File: config.mk
export PLATFORM = sky130hd
export DESIGN_NAME = amp_clock_fault_config_regs
export DESIGN_NICKNAME = d
export VERILOG_FILES = /design/src/logic/amp_cfg_pkg.sv /design/src/logic/clkfault_if.sv /design/src/logic/clkfault_watchdog.sv /design/src/logic/amp_clock_fault_config_regs.sv
export SDC_FILE = /design/constraint.sdc
export NUM_CORES = 1
export LEC_CHECK = 0
export ABC_CLOCK_PERIOD_IN_PS = 5600
export BUFFER_PORTS_ARGS = -buffer_cell sky130_fd_sc_hd__buf_2
export CAP_MARGIN = 20
export CORE_ASPECT_RATIO = 1.5
export CORE_MARGIN = 2
export CORE_UTILIZATION = 50
export CTS_CLUSTER_SIZE = 40
export DETAILED_ROUTE_END_ITERATION = 8
export HOLD_SLACK_MARGIN = 0.12
export PLACE_DENSITY = 0.7
export SETUP_SLACK_MARGIN = 0.4
export SYNTH_ARGS = -nofsm -noshare
export SYNTH_HDL_FRONTEND = slang
export SYNTH_SLANG_ARGS = --single-unit
export TNS_END_PERCENT = 10
File: constraint.sdc
create_clock -name i_clock -period 5.6 [get_ports i_clock]
set_input_delay 0.56 -clock i_clock [delete_from_list [all_inputs] [get_ports i_clock]]
set_output_delay 0.56 -clock i_clock [all_outputs]
set_load 0.02 [all_outputs]
File: src/logic/amp_cfg_pkg.sv
package amp_cfg_pkg;
  localparam logic [6:0] ADDR_LOW_POWER = 7'h35;
  localparam logic [6:0] ADDR_SAMPLE_RATE = 7'h36;
  localparam logic [6:0] ADDR_CLK_POLICY = 7'h4F;
  localparam logic [6:0] ADDR_CLK_TIMING = 7'h50;
  localparam logic [6:0] ADDR_PROT_CFG = 7'h58;
  localparam logic [6:0] ADDR_CHECKSUM = 7'h7E;
  localparam logic [7:0] RST_LOW_POWER = 8'h00;
  localparam logic [7:0] RST_SAMPLE_RATE = 8'h32;
  localparam logic [7:0] RST_CLK_POLICY = 8'h00;
  localparam logic [7:0] RST_CLK_TIMING = 8'h11;
  localparam logic [7:0] RST_PROT_CFG = 8'h03;
  localparam logic [7:0] RST_CHECKSUM = 8'h00;
  localparam logic [7:0] CRC_POLY = 8'h07;
  localparam int POS_POR_OFF = 7;
  localparam int POS_RATE_LO = 0;
  localparam int POS_CLK2_POLICY = 3;
  localparam int POS_CLK1_POLICY = 2;
  localparam int POS_RAMP_LO = 6;
  localparam int POS_TO1_LO = 3;
  localparam int POS_TO2_LO = 0;
  localparam int POS_OT_RETRY_OFF = 2;
  // clock period in ps and ramp times in us, converted to whole cycles
  localparam int CLK_PERIOD_PS = 5000;
  localparam int RAMP_15_US = 15;
  localparam int RAMP_30_US = 30;
  localparam int RAMP_60_US = 60;
  localparam int RAMP_15_CYC = RAMP_15_US * 1000000 / CLK_PERIOD_PS;
  localparam int RAMP_30_CYC = RAMP_30_US * 1000000 / CLK_PERIOD_PS;
  localparam int RAMP_60_CYC = RAMP_60_US * 1000000 / CLK_PERIOD_PS;
  // timeouts in ns as printed, longest time rounds down
  localparam int TO0_NS = 10600;
  localparam int TO1_NS = 21300;
  localparam int TO2_NS = 42600;
  localparam int TO3_NS = 85300;
  localparam int TO4_NS = 340000;
  localparam int TO5_NS = 680000;
  localparam int TO6_NS = 1360000;
  localparam int TO7_NS = 2730000;
  localparam int TO0_CYC = TO0_NS * 1000 / CLK_PERIOD_PS;
  localparam int TO1_CYC = TO1_NS * 1000 / CLK_PERIOD_PS;
  localparam int TO2_CYC = TO2_NS * 1000 / CLK_PERIOD_PS;
  localparam int TO3_CYC = TO3_NS * 1000 / CLK_PERIOD_PS;
  localparam int TO4_CYC = TO4_NS / 5;
  localparam int TO5_CYC = TO5_NS / 5;
  localparam int TO6_CYC = TO6_NS / 5;
  localparam int TO7_CYC = TO7_NS / 5;
  typedef enum logic [1:0] {
    RATE_8K = 2'b00,
    RATE_16K = 2'b01,
    RATE_48K = 2'b10,
    RATE_96K = 2'b11
  } sample_rate_t;
endpackage : amp_cfg_pkg

File: src/logic/clkfault_if.sv
`timescale 1ns/1ps
// one detector's settings and state between top and watchdog
interface clkfault_if;
  logic [2:0] timeout_code;
  logic shutdown_policy;
  logic clock_seen;
  logic host_recover;
  logic mute;
  logic latched;
  modport ctrl (output timeout_code, shutdown_policy, clock_seen,
    host_recover, input mute, latched);
  modport det (input timeout_code, shutdown_policy, clock_seen,
    host_recover, output mute, latched);
endinterface : clkfault_if

File: src/logic/clkfault_watchdog.sv
`timescale 1ns/1ps
// mutes playback when the watched clock is missing longer than the timeout
module clkfault_watchdog #(
  parameter int TO4_CYC = amp_cfg_pkg::TO4_CYC,
  parameter int TO5_CYC = amp_cfg_pkg::TO5_CYC,
  parameter int TO6_CYC = amp_cfg_pkg::TO6_CYC,
  parameter int TO7_CYC = amp_cfg_pkg::TO7_CYC
) (
  // clock and reset
  input wire logic i_clock,
  input wire logic i_arst_n,
  // detector link
  clkfault_if.det port
);
  logic [19:0] idle_q;
  logic [19:0] limit;
  logic mute_q;
  logic latched_q;

  // timeout table, codes above 3 use the long shortenable counts
  always_comb begin
    case (port.timeout_code)
      3'h0: limit = 20'(amp_cfg_pkg::TO0_CYC);
      3'h1: limit = 20'(amp_cfg_pkg::TO1_CYC);
      3'h2: limit = 20'(amp_cfg_pkg::TO2_CYC);
      3'h3: limit = 20'(amp_cfg_pkg::TO3_CYC);
      3'h4: limit = 20'(TO4_CYC);
      3'h5: limit = 20'(TO5_CYC);
      3'h6: limit = 20'(TO6_CYC);
      default: limit = 20'(TO7_CYC);
    endcase
  end

  // cycles since the clock was last seen, saturating
  always_ff @(posedge i_clock or negedge i_arst_n) begin
    if (!i_arst_n) begin
      idle_q <= 20'h00000;
    end else if (port.clock_seen) begin
      idle_q <= 20'h00000;
    end else if (idle_q < limit) begin
      idle_q <= idle_q + 20'h00001;
    end
  end

  // shutdown policy holds the fault until the host recovers it
  always_ff @(posedge i_clock or negedge i_arst_n) begin
    if (!i_arst_n) begin
      latched_q <= 1'b0;
    end else if (idle_q >= limit && port.shutdown_policy) begin
      latched_q <= 1'b1;
    end else if (port.host_recover) begin
      latched_q <= 1'b0;
    end
  end

  // automatic policy unmutes as soon as the clock returns
  always_ff @(posedge i_clock or negedge i_arst_n) begin
    if (!i_arst_n) begin
      mute_q <= 1'b0;
    end else begin
      mute_q <= (idle_q >= limit) || latched_q;
    end
  end

  assign port.mute = mute_q;
  assign port.latched = latched_q;
endmodule : clkfault_watchdog

File: src/logic/amp_clock_fault_config_regs.sv
`timescale 1ns/1ps
// configuration registers, clock fault watchdogs and transaction checksum
module amp_clock_fault_config_regs #(
  parameter int TO4_CYC = amp_cfg_pkg::TO4_CYC,
  parameter int TO5_CYC = amp_cfg_pkg::TO5_CYC,
  parameter int TO6_CYC = amp_cfg_pkg::TO6_CYC,
  parameter int TO7_CYC = amp_cfg_pkg::TO7_CYC
) (
  // clock and reset
  input wire logic i_clock,
  input wire logic i_arst_n,
  // register port from the control bus front end
  input wire logic i_wr_en,
  input wire logic i_rd_en,
  input wire logic [6:0] i_addr,
  input wire logic [7:0] i_wdata,
  input wire logic i_bus_byte_valid,
  input wire logic [7:0] i_bus_byte,
  output logic [7:0] o_rdata,
  output logic o_rdata_valid,
  // clock fault detector inputs
  input wire logic i_clk1_seen,
  input wire logic i_clk2_seen,
  input wire logic i_clk1_recover,
  input wire logic i_clk2_recover,
  // controls to the rest of the device
  output logic o_por_power_down,
  output logic [1:0] o_audio_serial_input_rate,
  output logic o_clkfault1_recovery_sel,
  output logic o_clkfault2_recovery_sel,
  output logic [1:0] o_clkfault_gain_ramp_rate,
  output logic [15:0] o_ramp_cycles_per_db,
  output logic o_overtemp_retry_disable,
  output logic o_playback_mute,
  output logic o_clkfault1_latched,
  output logic o_clkfault2_latched
);
  logic [7:0] low_power_q;
  logic [7:0] sample_rate_q;
  logic [7:0] clk_policy_q;
  logic [7:0] clk_timing_q;
  logic [7:0] prot_cfg_q;
  logic [7:0] checksum_q;
  logic [7:0] checksum_d;
  logic [7:0] rdata_q;
  logic rvalid_q;
  logic [15:0] ramp_q;

  clkfault_if det1 ();
  clkfault_if det2 ();

  // plain storage, reserved bits kept as written
  always_ff @(posedge i_clock or negedge i_arst_n) begin
    if (!i_arst_n) begin
      low_power_q <= amp_cfg_pkg::RST_LOW_POWER;
      sample_rate_q <= amp_cfg_pkg::RST_SAMPLE_RATE;
      clk_policy_q <= amp_cfg_pkg::RST_CLK_POLICY;
      clk_timing_q <= amp_cfg_pkg::RST_CLK_TIMING;
      prot_cfg_q <= amp_cfg_pkg::RST_PROT_CFG;
    end else if (i_wr_en) begin
      case (i_addr)
        amp_cfg_pkg::ADDR_LOW_POWER: low_power_q <= i_wdata;
        amp_cfg_pkg::ADDR_SAMPLE_RATE: sample_rate_q <= i_wdata;
        amp_cfg_pkg::ADDR_CLK_POLICY: clk_policy_q <= i_wdata;
        amp_cfg_pkg::ADDR_CLK_TIMING: clk_timing_q <= i_wdata;
        amp_cfg_pkg::ADDR_PROT_CFG: prot_cfg_q <= i_wdata;
        default: ;
      endcase
    end
  end

  // crc8 step over one byte, msb first
  function automatic logic [7:0] crc8_step(input logic [7:0] crc,
                                           input logic [7:0] data);
    logic [7:0] c;
    c = crc ^ data;
    for (int i = 0; i < 8; i++) begin
      c = c[7] ? ((c << 1) ^ amp_cfg_pkg::CRC_POLY) : (c << 1);
    end
    return c;
  endfunction : crc8_step

  // a write to the checksum register restarts from zero; the written
  // byte itself is not folded in, so the new interval starts clean
  always_comb begin
    checksum_d = checksum_q;
    if (i_wr_en && i_addr == amp_cfg_pkg::ADDR_CHECKSUM) begin
      checksum_d = amp_cfg_pkg::RST_CHECKSUM;
    end else if (i_bus_byte_valid) begin
      checksum_d = crc8_step(checksum_q, i_bus_byte);
    end
  end

  always_ff @(posedge i_clock or negedge i_arst_n) begin
    if (!i_arst_n) begin
      checksum_q <= amp_cfg_pkg::RST_CHECKSUM;
    end else begin
      checksum_q <= checksum_d;
    end
  end

  // registered read data, unmapped addresses read zero
  always_ff @(posedge i_clock or negedge i_arst_n) begin
    if (!i_arst_n) begin
      rdata_q <= 8'h00;
      rvalid_q <= 1'b0;
    end else begin
      rvalid_q <= i_rd_en;
      if (i_rd_en) begin
        case (i_addr)
          amp_cfg_pkg::ADDR_LOW_POWER: rdata_q <= low_power_q;
          amp_cfg_pkg::ADDR_SAMPLE_RATE: rdata_q <= sample_rate_q;
          amp_cfg_pkg::ADDR_CLK_POLICY: rdata_q <= clk_policy_q;
          amp_cfg_pkg::ADDR_CLK_TIMING: rdata_q <= clk_timing_q;
          amp_cfg_pkg::ADDR_PROT_CFG: rdata_q <= prot_cfg_q;
          amp_cfg_pkg::ADDR_CHECKSUM: rdata_q <= checksum_q;
          default: rdata_q <= 8'h00;
        endcase
      end
    end
  end

  // ramp rate to cycles per dB; undocumented code 2 takes the slowest
  always_ff @(posedge i_clock or negedge i_arst_n) begin
    if (!i_arst_n) begin
      ramp_q <= 16'(amp_cfg_pkg::RAMP_15_CYC);
    end else begin
      case (clk_timing_q[amp_cfg_pkg::POS_RAMP_LO +: 2])
        2'h0: ramp_q <= 16'(amp_cfg_pkg::RAMP_15_CYC);
        2'h1: ramp_q <= 16'(amp_cfg_pkg::RAMP_30_CYC);
        default: ramp_q <= 16'(amp_cfg_pkg::RAMP_60_CYC);
      endcase
    end
  end

  // detector hookup
  assign det1.timeout_code = clk_timing_q[amp_cfg_pkg::POS_TO1_LO +: 3];
  assign det1.shutdown_policy = clk_policy_q[amp_cfg_pkg::POS_CLK1_POLICY];
  assign det1.clock_seen = i_clk1_seen;
  assign det1.host_recover = i_clk1_recover;
  assign det2.timeout_code = clk_timing_q[amp_cfg_pkg::POS_TO2_LO +: 3];
  assign det2.shutdown_policy = clk_policy_q[amp_cfg_pkg::POS_CLK2_POLICY];
  assign det2.clock_seen = i_clk2_seen;
  assign det2.host_recover = i_clk2_recover;

  clkfault_watchdog #(
    .TO4_CYC(TO4_CYC),
    .TO5_CYC(TO5_CYC),
    .TO6_CYC(TO6_CYC),
    .TO7_CYC(TO7_CYC)
  ) u_det1 (
    .i_clock(i_clock),
    .i_arst_n(i_arst_n),
    .port(det1)
  );

  clkfault_watchdog #(
    .TO4_CYC(TO4_CYC),
    .TO5_CYC(TO5_CYC),
    .TO6_CYC(TO6_CYC),
    .TO7_CYC(TO7_CYC)
  ) u_det2 (
    .i_clock(i_clock),
    .i_arst_n(i_arst_n),
    .port(det2)
  );

  // outputs from the register bits, the registered ramp count and the detectors
  assign o_rdata = rdata_q;
  assign o_rdata_valid = rvalid_q;
  assign o_por_power_down = low_power_q[amp_cfg_pkg::POS_POR_OFF];
  assign o_audio_serial_input_rate =
    sample_rate_q[amp_cfg_pkg::POS_RATE_LO +: 2];
  assign o_clkfault1_recovery_sel =
    clk_policy_q[amp_cfg_pkg::POS_CLK1_POLICY];
  assign o_clkfault2_recovery_sel =
    clk_policy_q[amp_cfg_pkg::POS_CLK2_POLICY];
  assign o_clkfault_gain_ramp_rate =
    clk_timing_q[amp_cfg_pkg::POS_RAMP_LO +: 2];
  assign o_ramp_cycles_per_db = ramp_q;
  assign o_overtemp_retry_disable =
    prot_cfg_q[amp_cfg_pkg::POS_OT_RETRY_OFF];
  assign o_playback_mute = det1.mute | det2.mute;
  assign o_clkfault1_latched = det1.latched;
  assign o_clkfault2_latched = det2.latched;
endmodule : amp_clock_fault_config_regs

==> impl_metrics.tcl <==
set metrics [dict create \
    hold_viol 0 \
    rsz0062_at_grt "false" \
    post_drt_wl_per_cell_um 16.9 \
    power_density_mw_per_mm2 297 \
    r2r_end "u_det2.idle_q[18]$_DFFE_PN0P_" \
    r2r-start "clk_timing_q[0]$_DFFE_PN1P_" \
    boundaryPins 68 \
    cts_setup_buffers 0 \
    clockRootBuffer "clkbuf_16" \
    mappedNetlistArea_mm2 0.00627 \
    drtPass1Iterations 5 \
    hpwlAfterDp_um 10400 \
    drive_gt1_frac 0.209 \
    period_needed_ns 3.40 \
    holdWs_ns 0.147 \
    syn_inst 631 \
    reg2reg_depth 10 \
    critPathTopFamily "simple AND/OR/NAND/NOR gates" \
    clk_path_buf_depth 2 \
    finalSetupTns_ns 0 \
    cp.arrival_ns 3.63 \
    fin_nets 738 \
    total_power_mw 2.04 \
    dieHeight_um 141 \
    slowest_delay_ns 0.82 \
    slew-limit-headroom 0.346 \
    num_vias 4896 \
    synth_edf_count 0 \
    grt_first_pass_wirelength_um 23600 \
    required_ns 5.83 \
    tightest_slew_ns 0.980 \
    p_leak_nw 3.21 \
    globalRouteOverflowTotal 0 \
    cp_cell_sequence "inv_1 -> ha_1 -> a31oi_1 -> ha_1 -> nand2_1 -> o21a_1 -> o211ai_1 -> and2_1 -> nor4_1 -> mux2_1" \
    wirelength_um 14000 \
    min_period_over_period 0.607 \
    die-area_mm2 0.0135 \
    critPathCaptureType "flip-flop" \
    route.detailed.vias_per_inst 5.92 \
    diodes 0 \
    ctsHoldBuffers 0 \
    yosysSeqAreaShare 0.429 \
    syn_to_final_growth_pct 9.76 \
    clock_sink_count 107 \
    synth.top_cells.by_area "dfrtp_1 39%, ha_1 8.0%, mux2_2 7.2%, dfstp_2 4.2%, xor2_1 3.9%" \
    synth.distinct_cells 56 \
    grt_usage 0.220 \
    fmax_mhz 294 \
    path_max_fanout 34 \
    final_max_slew_viol_count 0 \
    worst_setup_path_start_kind "flip-flop" \
    post_cts_resized 0 \
    cts_buffers 9 \
    timing.critical_path.mode_cell "ha_1" \
    portBuffers 60 \
    start_util 0.506 \
    cts_tree "done" \
    layout.cells.non_filler 827 \
    fp.coreArea_mm2 0.0124 \
    synth_area_per_cell_um2 9.93 \
    grt_max_degree 73 \
    fp.dieW_um 95.4 \
    ant_nets 0 \
    setup_viol 0 \
    synth_top_area_cell "dfrtp_1" \
    insertion_delay_ns 0.35 \
    maxCapViolations 0 \
    rrSetupSlack_ns 2.20 \
    synth-warning-count 0 \
    largestRegisters "u_det1.idle_q: 20 flops, u_det2.idle_q: 20 flops" \
    synth_top_area_share 0.387 \
    cts_max_level 3 \
    antenna_found_initial 0 \
    drc 0 \
    skew_ns 0.00914 \
    async_reset_ff_frac 1.00 \
    synth_seq_cells 107 \
    critical_path_class "flip-flop to flip-flop" \
    status "finished, final reports clean" \
    clk_pin_slew_ns 0.08 \
    hp-class "input port to async pin" \
    cp_slowest_cell "and2_1" \
    drt_iter0_markers 310 \
    grt_pass1_vias 4917 \
    ir_drop_uv 288 \
    critPathBufInv 1 \
    dp.cells 811 \
    rows 50 \
    ys.flop_type "dfrtp_1" \
    gp_congestion 0.868 \
]
-- logic make-up after synthesis --
kind of cell,share of synthesized area
AND/OR/NAND/NOR,0.177
adder cells (fa/ha/maj),0.0798
other,0.00120
XOR/XNOR,0.0609
multiplexers,0.0754
flip-flops,0.429
buffers and inverters,0.0525
AO/OA/AOI/OAI,0.124
-- per-layer routing --
metal / part of all wire / track usage / vias up / routed length [um]
met3: 0.045 / 0.0353 / 37 / 622
met1: 0.41 / 0.282 / 2379 / 5770
met5: 0 / 0 / - / 0
li1: - / - / 2325 / -
met4: 0.036 / 0.0962 / 0 / 507
met2: 0.51 / 0.365 / 155 / 7080
-- Yosys cell counts (14+ instances only) --
library cell and n:
a21oi_1 35, ha_1 40, nor2_1 51, dfrtp_1 97
xor2_1 28, mux2_2 40, clkbuf_1 23, buf_4 14
and3_1 15, nand2_1 39, nand3_1 29, nand4_1 14
inv_1 22, o21ai_0 24
-- worst max-delay path by stage --
stage,end,startpoint,depth (start not counted),slack [ns]
5_1_grt,u_det2.idle_q[18]$_DFFE_PN0P_,clk_timing_q[0]$_DFFE_PN1P_,10,1.85
4_1_cts,u_det2.idle_q[18]$_DFFE_PN0P_,clk_timing_q[0]$_DFFE_PN1P_,10,2.19
6_report,u_det2.idle_q[18]$_DFFE_PN0P_,clk_timing_q[0]$_DFFE_PN1P_,10,2.20
3_3_place_gp,u_det2.idle_q[18]$_DFFE_PN0P_,clk_timing_q[0]$_DFFE_PN1P_,10,2.38
2_1_floorplan,u_det2.idle_q[18]$_DFFE_PN0P_,clk_timing_q[0]$_DFFE_PN1P_,13,2.50
3_5_place_dp,u_det2.idle_q[18]$_DFFE_PN0P_,clk_timing_q[0]$_DFFE_PN1P_,10,2.23
-- placed cells by master, fill, tap and decap left out, types with 9 or more instances in the layout --
cell,count
o31ai_1,12
clkbuf_16,9
and3_1,15
nand3_1,29
xor2_1,28
ha_1,40
or4_1,13
o21ai_0,24
xnor2_1,13
dfstp_2,10
a31oi_1,9
nand2_1,39
nand4_1,14
mux2_2,40
buf_2,59
a21oi_1,35
dfrtp_1,97
inv_1,22
nor2_1,51
-- per-stage QoR --
stage                util  cell area (um2)  setup slack [ns]
floorplan               -             6290              2.50
global placement    0.531             6570              2.38
detailed placement  0.531             6570              2.23
CTS                 0.555             6880              2.19
global route        0.555             6880              1.85
finish              0.555             6880              2.20
-- worst register-to-register path, stage by stage, from the launching register on --
cell,delay (ns)
dfstp_2,0.64
inv_1,0.13
ha_1,0.32
a31oi_1,0.05
ha_1,0.34
nand2_1,0.06
o21a_1,0.18
o211ai_1,0.22
and2_1,0.82
nor4_1,0.18
mux2_1,0.36
-- cell type report --
| cell class | instances | area, um2 |
|---|---|---|
| Timing Repair Buffer | 64 | 333 |
| Clock inverter | 7 | 82.6 |
| Inverter | 23 | 86.3 |
| Multi-Input combinational cell | 461 | 3270 |
| Sequential cell | 107 | 2690 |
| Fill cell | 1112 | 5510 |
| Clock buffer | 9 | 225 |
| Tap cell | 156 | 195 |
-- report_power, final --
part / total (mW) / switching [mW] / internal [mW]
Combinational: 0.488 / 0.268 / 0.221
Clock: 0.635 / 0.316 / 0.319
Sequential: 0.920 / 0.0711 / 0.849
Total: 2.04 / 0.655 / 1.39
No activity file was read; power rests on OpenSTA's default activity.
